[config.mk]
export PLATFORM = sky130hd
export DESIGN_NAME = sdc_ctrl
export DESIGN_NICKNAME = d
export VERILOG_FILES = /design/src/rtl/sdc_pkg.sv /design/src/rtl/sdc_ctrl.sv /design/src/rtl/sdc_rate_div.sv /design/src/rtl/sdc_sync2.sv
export SDC_FILE = /design/constraint.sdc
export NUM_CORES = 1
export LEC_CHECK = 0
export BUFFER_PORTS_ARGS = -buffer_cell sky130_fd_sc_hd__buf_2
export CORE_ASPECT_RATIO = 1.25
export CORE_MARGIN = 8
export CORE_UTILIZATION = 53
export DETAILED_ROUTE_END_ITERATION = 16
export MAX_ROUTING_LAYER = met4
export PLACE_DENSITY = 0.76
export SETUP_SLACK_MARGIN = 0.5
export SYNTH_ARGS = -nofsm -noshare
export SYNTH_HDL_FRONTEND = slang
export SYNTH_SLANG_ARGS = --single-unit
[constraint.sdc]
create_clock -name clk -period 7.79 [get_ports clk]
set_input_delay 1.1685 -clock clk [delete_from_list [all_inputs] [get_ports clk]]
set_output_delay 1.1685 -clock clk [all_outputs]
set_load 0.03 [all_outputs]
[src/rtl/sdc_pkg.sv]
package sdc_pkg;
	// converter modulator rate is derived from the 100 MHz clock
	localparam int unsigned CLK_HZ          = 100_000_000;
	localparam int unsigned MOD_HZ          = 32_768;
	localparam int unsigned MOD_DIV         = CLK_HZ / MOD_HZ;
	localparam int unsigned SF_W            = 8;
	localparam logic [7:0]  SF_RESET        = 8'h45;
	localparam logic [7:0]  SF_MIN_NOCHOP   = 8'h03;
	localparam logic [7:0]  SF_MIN_CHOP     = 8'h0D;
	localparam logic [7:0]  SF_MAX          = 8'hFF;
	localparam logic [7:0]  SF_MIN_NOTCH    = 8'h44;
	localparam int unsigned NOTCH_BIT       = 6;
	localparam int unsigned DATA_W          = 24;
	// 0.732 ms per decimation step in chop mode: 24 modulator clocks
	localparam real         CHOP_STEP_MS    = 0.732;
	localparam int unsigned CHOP_STEP_MOD   = 24;
	localparam int unsigned NOCHOP_STEP_MOD = 8;
	localparam int unsigned SETTLE_RESULTS  = 2;
	localparam int unsigned STEP_RESULTS    = 3;
	localparam logic [23:0] CLAMP_CODE      = 24'hFFFFFF;

	typedef struct packed {
		logic       chop_en;
		logic [1:0] input_buffer_bits;
		logic       burnout_req;
		logic       ext_ref_sel_main;
		logic       ext_ref_sel_aux;
		logic       aux_polarity_bit;
		logic       notch_sixty_enable;
	} sdc_cfg_t;

	typedef struct packed {
		logic       no_ext_reference_flag;
		logic       cal_fault_main;
		logic       cal_fault_aux;
		logic       notch_invalid;
	} sdc_stat_t;
endpackage

[src/rtl/sdc_ctrl.sv]
`timescale 1ns/1ps
// Overview of operation
// - decimation_factor_reg sets the sinc filter decimation, hence output rate
// - chop off: decimation values 3 to 255 accepted
// - chop on: values under 13 act as 13
// - decimation_factor_reg resets to 8'h45
// - chop on: each extra decimation step adds 0.732 ms to conversion
// - chop on: output is mean of last two raws; settles after two periods
// - chop on: async input step fully shown from third result
// - burnout current only while input buffering enabled
// - per-converter select between bandgap and external reference
// - floating or low external reference sets no_ext_reference_flag
// - results clamped while reference missing
// - bad reference in calibration blocks cal write and sets fault flag
// - detection watches first reference pin pair only
// - chop off throughput spans 16.06 Hz to 1.365 kHz
// - chop on throughput spans 5.4 Hz to 105 Hz
// - aux polarity bit: 0 bipolar, 1 unipolar
// - sixty hertz notch bit 6 valid only with decimation 68 or more
module sdc_ctrl #(
	parameter int unsigned DIV = sdc_pkg::MOD_DIV
) (
	input  wire logic                 clk,
	input  wire logic                 rst_b,
	input  wire logic                 sf_we,
	input  wire logic [7:0]           sf_wdata,
	input  sdc_pkg::sdc_cfg_t         cfg,
	input  wire logic [7:0]           mode_reg,
	input  wire logic                 ref_pos_ok,
	input  wire logic                 ref_neg_ok,
	input  wire logic                 ref2_ok,
	input  wire logic                 cal_active_main,
	input  wire logic                 cal_active_aux,
	input  wire logic                 cal_done,
	input  wire logic [23:0]          raw_data,
	input  wire logic                 stat_clr,
	output logic [7:0]                decimation_factor_reg,
	output logic [7:0]                active_sf,
	output logic [23:0]               result,
	output logic                      result_valid,
	output logic                      result_settled,
	output logic                      burnout_en,
	output logic                      use_ext_ref_main,
	output logic                      use_ext_ref_aux,
	output logic                      aux_unipolar,
	output logic                      notch_active,
	output logic                      cal_write_main,
	output logic                      cal_write_aux,
	output sdc_pkg::sdc_stat_t        converter_status_reg
);
	logic [1:0]  ref_sync;
	logic        ref2_seen;
	logic        conv_done;
	logic [23:0] prev_raw;
	logic [1:0]  settle_cnt;
	logic [7:0]  eff_sf;
	logic        chop_q;
	logic        mode_q;

	sdc_sync2 #(.W(2)) u_sync (
		.clk   (clk),
		.rst_b (rst_b),
		.din   ({ref_pos_ok, ref_neg_ok}),
		.dout  (ref_sync)
	);

	// second pair only sampled for completeness; it never reaches the detector
	sdc_sync2 #(.W(1)) u_sync2 (
		.clk   (clk),
		.rst_b (rst_b),
		.din   (ref2_ok),
		.dout  (ref2_seen)
	);

	// either pin floating or low means missing
	wire ref_missing = ~(ref_sync[1] & ref_sync[0]);

	wire [7:0] sf_floor = cfg.chop_en ? sdc_pkg::SF_MIN_CHOP
	                                  : sdc_pkg::SF_MIN_NOCHOP;
	wire [7:0] clamped_sf = (decimation_factor_reg < sf_floor) ? sf_floor
	                                                           : decimation_factor_reg;

	sdc_rate_div #(.DIV(DIV)) u_rate (
		.clk       (clk),
		.rst_b     (rst_b),
		.eff_sf    (eff_sf),
		.chop_en   (chop_q),
		.conv_done (conv_done)
	);

	wire [24:0] pair_sum = {1'b0, raw_data} + {1'b0, prev_raw};
	wire [23:0] avg      = pair_sum[24:1];
	wire [23:0] picked   = chop_q ? avg : raw_data;
	wire        reprog   = sf_we | (cfg.chop_en != chop_q)
	                       | (mode_reg[sdc_pkg::NOTCH_BIT] != mode_q);
	wire        set_main = cal_active_main & ref_missing;
	wire        set_aux  = cal_active_aux & ref_missing;
	wire [1:0]  settle_need = chop_q ? 2'(sdc_pkg::SETTLE_RESULTS) : 2'h1;

	always_ff @(posedge clk) begin
		if (!rst_b) begin
			decimation_factor_reg <= sdc_pkg::SF_RESET;
			eff_sf                <= sdc_pkg::SF_RESET;
			active_sf             <= sdc_pkg::SF_RESET;
			chop_q                <= 1'b0;
			mode_q                <= 1'b0;
			prev_raw              <= 24'h000000;
			settle_cnt            <= 2'h0;
			result                <= 24'h000000;
			result_valid          <= 1'b0;
			result_settled        <= 1'b0;
		end else begin
			if (sf_we)
				decimation_factor_reg <= sf_wdata;
			mode_q       <= mode_reg[sdc_pkg::NOTCH_BIT];
			result_valid <= 1'b0;
			if (reprog) begin
				settle_cnt     <= 2'h0;
				result_settled <= 1'b0;
			end
			if (conv_done) begin
				eff_sf     <= clamped_sf;
				active_sf  <= clamped_sf;
				chop_q     <= cfg.chop_en;
				prev_raw   <= raw_data;
				result     <= ref_missing ? sdc_pkg::CLAMP_CODE : picked;
				result_valid <= 1'b1;
				if (!reprog) begin
					// a chop pair spans two conversions, so the mean is settled on the second
					if (settle_cnt + 2'h1 >= settle_need) begin
						result_settled <= 1'b1;
					end else begin
						settle_cnt <= settle_cnt + 2'h1;
					end
				end
			end
		end
	end

	always_ff @(posedge clk) begin
		if (!rst_b) begin
			burnout_en           <= 1'b0;
			use_ext_ref_main     <= 1'b0;
			use_ext_ref_aux      <= 1'b0;
			aux_unipolar         <= 1'b0;
			notch_active         <= 1'b0;
			cal_write_main       <= 1'b0;
			cal_write_aux        <= 1'b0;
			converter_status_reg <= '0;
		end else begin
			burnout_en       <= cfg.burnout_req & (|cfg.input_buffer_bits);
			use_ext_ref_main <= cfg.ext_ref_sel_main;
			use_ext_ref_aux  <= cfg.ext_ref_sel_aux;
			aux_unipolar     <= cfg.aux_polarity_bit;
			// notch forced off below its valid decimation to avoid filter errors
			notch_active     <= mode_reg[sdc_pkg::NOTCH_BIT]
			                    & (active_sf >= sdc_pkg::SF_MIN_NOTCH);
			converter_status_reg.notch_invalid <= mode_reg[sdc_pkg::NOTCH_BIT]
			                    & (active_sf < sdc_pkg::SF_MIN_NOTCH);
			converter_status_reg.no_ext_reference_flag <= ref_missing;
			cal_write_main <= cal_active_main & cal_done & ~ref_missing;
			cal_write_aux  <= cal_active_aux & cal_done & ~ref_missing;
			// set wins over clear so a fault in the clearing cycle survives
			if (set_main)
				converter_status_reg.cal_fault_main <= 1'b1;
			else if (stat_clr)
				converter_status_reg.cal_fault_main <= 1'b0;
			if (set_aux)
				converter_status_reg.cal_fault_aux <= 1'b1;
			else if (stat_clr)
				converter_status_reg.cal_fault_aux <= 1'b0;
		end
	end

	chk_sf_reset_val: assert property (@(posedge clk) $rose(rst_b)
		|-> decimation_factor_reg == 8'h45) else $error("decimation reset value wrong");
	chk_chop_floor_min: assert property (@(posedge clk) disable iff (!rst_b)
		conv_done && cfg.chop_en |=> active_sf >= 8'h0D) else $error("chop floor broken");
	chk_nochop_floor_min: assert property (@(posedge clk) disable iff (!rst_b)
		conv_done && !cfg.chop_en |=> active_sf >= 8'h03) else $error("floor broken");
	chk_sf_write_store: assert property (@(posedge clk) disable iff (!rst_b)
		sf_we |=> decimation_factor_reg == $past(sf_wdata)) else $error("sf write lost");
	chk_burnout_gate: assert property (@(posedge clk) disable iff (!rst_b)
		burnout_en |-> $past(|cfg.input_buffer_bits)) else $error("burnout unbuffered");
	chk_clamp_result: assert property (@(posedge clk) disable iff (!rst_b)
		conv_done && ref_missing |=> result == 24'hFFFFFF) else $error("no clamp");
	chk_cal_block: assert property (@(posedge clk) disable iff (!rst_b)
		ref_missing && cal_active_main |=> !cal_write_main
		&& converter_status_reg.cal_fault_main) else $error("cal not blocked");
	chk_ref_flag: assert property (@(posedge clk) disable iff (!rst_b)
		!ref_sync[0] |=> converter_status_reg.no_ext_reference_flag)
		else $error("ref flag missing");
	chk_notch_valid: assert property (@(posedge clk) disable iff (!rst_b)
		notch_active |-> $past(active_sf) >= 8'h44) else $error("notch below 68");
	chk_polarity_map: assert property (@(posedge clk) disable iff (!rst_b)
		aux_unipolar == $past(cfg.aux_polarity_bit)) else $error("polarity wrong");

	cov_chop_result: cover property (@(posedge clk) disable iff (!rst_b)
		result_valid && chop_q && result_settled);
	cov_ref_lost: cover property (@(posedge clk) disable iff (!rst_b)
		$rose(converter_status_reg.no_ext_reference_flag));
	cov_cal_fault: cover property (@(posedge clk) disable iff (!rst_b)
		$rose(converter_status_reg.cal_fault_aux));
	cov_cal_write: cover property (@(posedge clk) disable iff (!rst_b)
		cal_write_main);
	cov_notch_on: cover property (@(posedge clk) disable iff (!rst_b)
		$rose(notch_active));
endmodule

[src/rtl/sdc_rate_div.sv]
`timescale 1ns/1ps
// conversion period generator: one pulse per conversion
module sdc_rate_div #(
	parameter int unsigned DIV = sdc_pkg::MOD_DIV
) (
	input  wire logic       clk,
	input  wire logic       rst_b,
	input  wire logic [7:0] eff_sf,
	input  wire logic       chop_en,
	output logic            conv_done
);
	logic [15:0] pre;
	// 255 steps of 24 ticks needs thirteen bits
	logic [12:0] mod_cnt;
	logic [12:0] period;
	wire         mod_tick = (pre == 16'(DIV - 1));

	assign period = chop_en ? 13'(eff_sf) * 13'(sdc_pkg::CHOP_STEP_MOD)
	                        : 13'(eff_sf) * 13'(sdc_pkg::NOCHOP_STEP_MOD);

	always_ff @(posedge clk) begin
		if (!rst_b) begin
			pre       <= 16'h0000;
			mod_cnt   <= 13'h0000;
			conv_done <= 1'b0;
		end else begin
			pre       <= mod_tick ? 16'h0000 : pre + 16'h0001;
			conv_done <= 1'b0;
			if (mod_tick) begin
				if (mod_cnt >= period - 13'h0001) begin
					mod_cnt   <= 13'h0000;
					conv_done <= 1'b1;
				end else begin
					mod_cnt <= mod_cnt + 13'h0001;
				end
			end
		end
	end
endmodule

[src/rtl/sdc_sync2.sv]
`timescale 1ns/1ps
module sdc_sync2 #(
	parameter int unsigned W = 1
) (
	input  wire logic         clk,
	input  wire logic         rst_b,
	input  wire logic [W-1:0] din,
	output logic      [W-1:0] dout
);
	logic [W-1:0] meta;

	always_ff @(posedge clk) begin
		if (!rst_b) begin
			meta <= '0;
			dout <= '0;
		end else begin
			meta <= din;
			dout <= meta;
		end
	end
endmodule

==> impl_metrics.csv, run 1 <==
group,metric,value,unit
status,status,"completed",
global_routing,overflow,0,
floorplanning,chipWidth,116,microns
setup_path,crit_start,"eff_sf[1]",
layout,fin_nets,955,
drt,via_count,5801,
setup_path,crit_required,8.13,ns
global_routing,grt.total_usage,21.6,%
global_routing,grt_first_pass_wirelength,27800,microns
clock_tree,hold_buffers,0,
drt,wl_per_cell,16.6,microns
placed_design,dp_hpwl,12000,microns
timing,fin_crit_sh,54.9,%
floorplanning,fp.coreArea,12200,sq um
clock_tree,ctsResizeCount,0,
clock_tree,numCtsBuffers,17,
clock_tree,cts_setup_buffers,0,
layout,top_regs,"prev_raw: 24 flops, result: 24 flops, u_rate.pre: 16 flops",
clock_tree,cts_num_sinks,115,
setup_path,critPathCaptureType,"flop",
timing,rsz0062_at_grt,"no",
logic_synthesis,ys_seq_area_share,35.0,%
run,max_cap_violations,0,
logic_synthesis,synthCells,745,
logic_synthesis,synth_edf_count,0,
logic_synthesis,synth-main-ff-cell,"dfxtp_1",
clock_tree,path_clk_slew,0.06,ns
power,p_leak,3.40,nW
layout,drive_gt1_share,18.8,%
logic_synthesis,ys_ff_latch,115,
timing,fmax,234,MHz
logic_synthesis,async_flop_share,0,%
floorplanning,die_h,141,microns
logic_synthesis,synth_nets,861,
placed_design,gp_congestion,0.880,
clock_tree,clk_latency,0.42,ns
layout,area_growth,18.1,%
logic_synthesis,yosys_warnings,0,
clock_tree,cts_tree,"done",
timing,final_max_slew_viol_count,0,
drt,drt-initial-drc-count,319,
worst_hold_path,hold_path_class,"flop to flop",
floorplanning,ioPinCount,111,
timing,hold_violations,0,
global_routing,grt_max_degree,67,
global_routing,first_global_vias,5945,
setup_path,reg2reg_from,"eff_sf[1]",
timing,fin_setup_tns,0,ns
layout,num_antenna_cells,0,
floorplanning,core.rowCount,45,
power,power.density,185,nW/um^2
power,vdd_ir_drop_max,0.112,mV
setup_path,path_max_fanout,11,
logic_synthesis,synth.distinct_cells,70,
setup_path,crit_type,"flop to flop",
drt,drc,0,
floorplanning,dieArea,16300,sq um
floorplanning,start_util,54.1,%
logic_synthesis,syn_area,6590,sq um
setup_path,cp_data_arrival_time,4.62,ns
placed_design,place.port_buffers,101,
logic_synthesis,avgSynthCellArea,8.84,sq um
drt,dr.pass1.iters,5,
global_routing,antenna_found_initial,0,
layout,post-route-util,63.9,%
drt,vias_per_cell,5.71,
drt,ant_nets,0,
clock_tree,clockRootBuffer,"clkbuf_16",
clock_tree,clock_path_buffers,2,
timing,finalClockSkew,0.0112,ns
setup_path,critPathLaunchType,"flop",
drt,wirelength,16900,microns
clock_tree,htree_levels,4,
timing,slew_headroom,39.2,%
timing,setup_viol,0,
timing,final.min_clock_period,4.27,ns
timing,worst_pin_slew,0.912,ns
worst_hold_path,worstHoldStart,"u_sync.meta[1]",
==> final cells by class <==
class	instances	area (sq um)
fillers	1013	4390
multi-input cells	578	4080
flip-flops and latches	115	2300
repair buffers	104	528
clock buffers	17	425
well taps	164	205
clock inverters	15	146
inverters	23	86.3
==> report_power, final <==
part           switching [mW]  internal (mW)  total [mW]
sequential            0.00559          0.596       0.601
clock                   0.303          0.446       0.749
combinational          0.0539         0.0324      0.0863
total                   0.363           1.07        1.44
==> placed cells by master (no fill, tap or decap), types with 4 or more instances in the layout <==
cell       instances
and3_1             6
nand2b_1           6
mux2i_1           45
nand4_1            7
xor2_1            40
a31oi_1            5
o211ai_1           5
nand3_1           15
o21a_1             5
and2_1            13
o221ai_1          14
nor2b_1           11
nor3_1             9
a211oi_1           9
clkinv_4           5
nor2_1            97
buf_2            101
dfxtp_1          114
ha_1              56
xnor2_1           17
and4_1             4
a21oi_1           56
inv_6              5
o21ai_0           35
clkbuf_16         17
a21o_1            15
nand2_1           49
inv_1             21
==> stage by stage <==
step | hold WS (ns) | setup WS, ns | total power [mW] | cell area, sq um | cells
detailed placement | 0.430 | 3.64 | 0.699 | 7200 | 984
finish | 0.442 | 3.52 | 1.44 | 7770 | 1016
CTS | 0.447 | 3.55 | 1.44 | 7770 | 1016
global route | 0.452 | 3.04 | 1.48 | 7770 | 1016
floorplan | 0.412 | 3.90 | 0.666 | 6590 | 745
global placement | 0.420 | 3.81 | 0.696 | 7200 | 984
==> routing by layer <==
metal  up-vias  part of all wire [%]  GRT usage [%]
li1       2849                     -              -
met1      2746                    41           23.2
met2       172                    52           37.7
met3        34                   4.8           4.02
met4         0                   2.5           9.92
met5         -                     0              -
==> synthesized netlist by cell type (all sizes together) (14+ instances only) <==
| cell | number | area (sq um) |
|---|---|---|
| mux2i | 45 | 450 |
| nand2 | 50 | 190 |
| a21o | 15 | 113 |
| inv | 21 | 78.8 |
| ha | 56 | 701 |
| xnor2 | 17 | 149 |
| dfxtp | 115 | 2300 |
| clkbuf | 24 | 90.1 |
| o21ai | 37 | 189 |
| nor2 | 100 | 383 |
| xor2 | 40 | 350 |
| a21oi | 56 | 280 |
| o221ai | 14 | 123 |
| nand3 | 16 | 85.1 |
==> logic make-up after synthesis <==
group / after synthesis / synth area share [%]
AOI/OAI and AO/OA: 169 / 16.5
xor gates and xnor gates: 57 / 7.58
adders and majority gates: 58 / 11.2
buffers and inverters: 52 / 3.10
DFF: 115 / 35.0
muxes: 46 / 7.01
and+or+nand+nor: 248 / 19.6
==> worst paths after layout <==
path	depth (start not counted)	slack, ns	to
setup / recovery	16	3.52	u_rate.mod_cnt[2]
hold / removal	1	0.44	u_sync.dout[1]
setup reg to reg	16	3.52	u_rate.mod_cnt[2]
hold reg to reg	1	0.44	u_sync.dout[1]
==> critical path, stage by stage, from the launching register on <==
cell	delay, ns
dfxtp_1	0.48
ha_1	0.27
fa_1	0.45
or3b_1	0.36
a21oi_1	0.22
nand2_1	0.11
nor3_1	0.22
nand2_1	0.12
xnor2_1	0.24
ha_1	0.29
a21o_1	0.20
a211o_1	0.31
nor2_1	0.09
nand2_1	0.06
o21ai_1	0.31
o21ai_2	0.24
nor2_1	0.20
(Power assumes the default switching activity.)
==> run 2: changes to the inputs <==
- CORE_UTILIZATION: 53 -> 51
- clock period: 7.79 -> 3.7 ns (I/O delays scaled with it)
==> run 2 against run 1 <==
Against the previous run: the run now ends with negative setup slack left; clock power up 130%; worst hold slack worse by 0.097 ns; register-to-register slack worse by 3.6 ns; critical path depth unchanged; die area up 3.4%; combinational power up 110%; power up 120%; count of clock-buffer cells in the layout up 2; sequential share of layout area down 1.3 points; largest power group unchanged.
==> impl_metrics.csv, run 2 (synthesis results as in run 1) <==
group,metric,value,unit
clock_tree,clock_path_buffers,2,
floorplanning,fp.coreArea,12700,sq um
floorplanning,chipWidth,118,microns
timing,rsz0062_at_grt,"yes",
layout,nFillCells,1062,
layout,area_growth,24.2,%
layout,layout_commonest_cell,"dfxtp_1",
layout,num_antenna_cells,0,
layout,fin_nets,984,
global_routing,grt.total_usage,20.4,%
clock_tree,cts_tree,"done",
clock_tree,clk_latency,0.42,ns
floorplanning,core.rowCount,46,
layout,top_regs,"prev_raw: 24 flops, result: 24 flops, u_rate.pre: 16 flops",
placed_design,place.port_buffers,101,
clock_tree,numCtsBuffers,17,
timing,timing.final.ws_setup,-0.0496,ns
setup_path,cp_data_arrival_time,4.09,ns
timing,worst_pin_slew,0.849,ns
timing,slew_headroom,43.4,%
setup_path,path_max_fanout,6,
floorplanning,ioPinCount,111,
timing,hold_violations,0,
power,p_leak,3.57,nW
setup_path,critPathLaunchType,"flop",
placed_design,dp_hpwl,11100,microns
timing,final_max_slew_viol_count,0,
timing,fmax,267,MHz
layout,multi_input_area,4200,sq um
drt,drt-initial-drc-count,315,
global_routing,overflow,0,
drt,wirelength,17000,microns
floorplanning,start_util,52.0,%
clock_tree,path_clk_slew,0.06,ns
setup_path,crit_type,"flop to flop",
status,violations,"negative setup slack",
drt,wl_per_cell,16.2,microns
drt,vias_per_cell,5.56,
clock_tree,clockRootBuffer,"clkbuf_16",
timing,finalClockSkew,0.00917,ns
setup_path,critPathCaptureType,"flop",
drt,via_count,5828,
status,status,"finished with violations",
clock_tree,htree_levels,4,
floorplanning,die_h,143,microns
timing,final.min_clock_period,3.75,ns
layout,drive_gt1_share,23.5,%
layout,area.sequential,2320,sq um
drt,drc,0,
worst_hold_path,hold_path_class,"primary input to flop",
timing,fin_crit_sh,101,%
power,vdd_ir_drop_max,0.252,mV
clock_tree,cts_num_sinks,115,
layout,final_cell_mix,"110 x dfxtp_1, 101 x buf_2, 95 x nor2_1",
drt,dr.pass1.iters,5,
floorplanning,dieArea,16800,sq um
global_routing,first_global_vias,5860,
run,max_cap_violations,0,
global_routing,grt_first_pass_wirelength,27700,microns
drt,ant_nets,0,
power,p_total,3.18,mW
placed_design,dpl_worst_slack,0.0351,ns
clock_tree,hold_buffers,0,
placed_design,gp_congestion,0.821,
global_routing,antenna_found_initial,0,
setup_path,crit_required,4.04,ns
timing,setup_viol,6,
power,power.density,389,nW/um^2
global_routing,grt_max_degree,67,
run 2: changes by cell type in the layout (fill, tap and decap cells not counted), sizes merged:
cell | before | now
inv | 27 | 22
bufinv | 1 | 4
clkbuf | 17 | 19
clkinvlp | 1 | 4
clkinv | 9 | 5
o21ai | 37 | 38
buf | 104 | 132
run 2: cell type report:
type	count	share of cell area, %
multi-input cells	579	51.3
well taps	168	2.57
clock inverters	12	2.22
inverters	23	1.06
clock buffers	19	5.42
repair buffers	132	9.07
flip-flops and latches	115	28.3
run 2: report_power, final:
| group | switching [mW] | internal (mW) |
|---|---|---|
| clock | 0.591 | 1.14 |
| sequential | 0.0118 | 1.25 |
| combinational | 0.113 | 0.0696 |
run 2: critical path, cell delays in order, from the launching register on:
cell      delay (ns)
dfxtp_4         0.36
ha_4            0.16
fa_1            0.41
a21oi_2         0.19
o211ai_1        0.18
a21oi_2         0.23
xor2_1          0.09
mux2i_1         0.31
xnor2_1         0.13
ha_1            0.31
a21o_1          0.19
a211o_1         0.30
nor2_1          0.11
nand2_1         0.10
o21ai_4         0.29
o21ai_4         0.14
nor2_1          0.17
run 2: path summary, 6_finish.rpt:
path	startpoint	end	slack, ns	cells after the start
setup / recovery	eff_sf[1]	u_rate.mod_cnt[8]	-0.05	16
hold / removal	cfg[3]	use_ext_ref_main	0.35	2
setup reg to reg	eff_sf[1]	u_rate.mod_cnt[8]	-0.05	16
hold reg to reg	u_sync.meta[0]	u_sync.dout[0]	0.44	1
run 2: repair_timing:
| action | CTS | global route |
|---|---|---|
| pin swaps | 13 | 10 |
| gates cloned | 1 | 0 |
| resized for setup | 5 | 15 |
| endpoints found under the setup margin | 14 | 14 |
| hold endpoints to repair | 0 | 0 |
| setup buffers | 15 | 4 |
run 2: layer usage:
layer | vias to the layer above | wire length [microns] | track usage (%)
met5 | - | 0 | -
met3 | 22 | 710 | 4.58
met1 | 2763 | 7090 | 21.6
li1 | 2900 | - | -
met2 | 143 | 8930 | 36.8
met4 | 0 | 272 | 7.57
run 2: per-stage QoR:
stage	utilization (%)	setup TNS [ns]	cells	hold WS [ns]	area, sq um
global placement	57.7	0	997	0.415	7300
global route	64.6	-2.30	1048	0.341	8180
floorplan	-	0	745	0.412	6620
finish	64.6	-0.142	1048	0.345	8180
CTS	63.8	0	1044	0.337	8080
detailed placement	57.7	0	997	0.422	7300
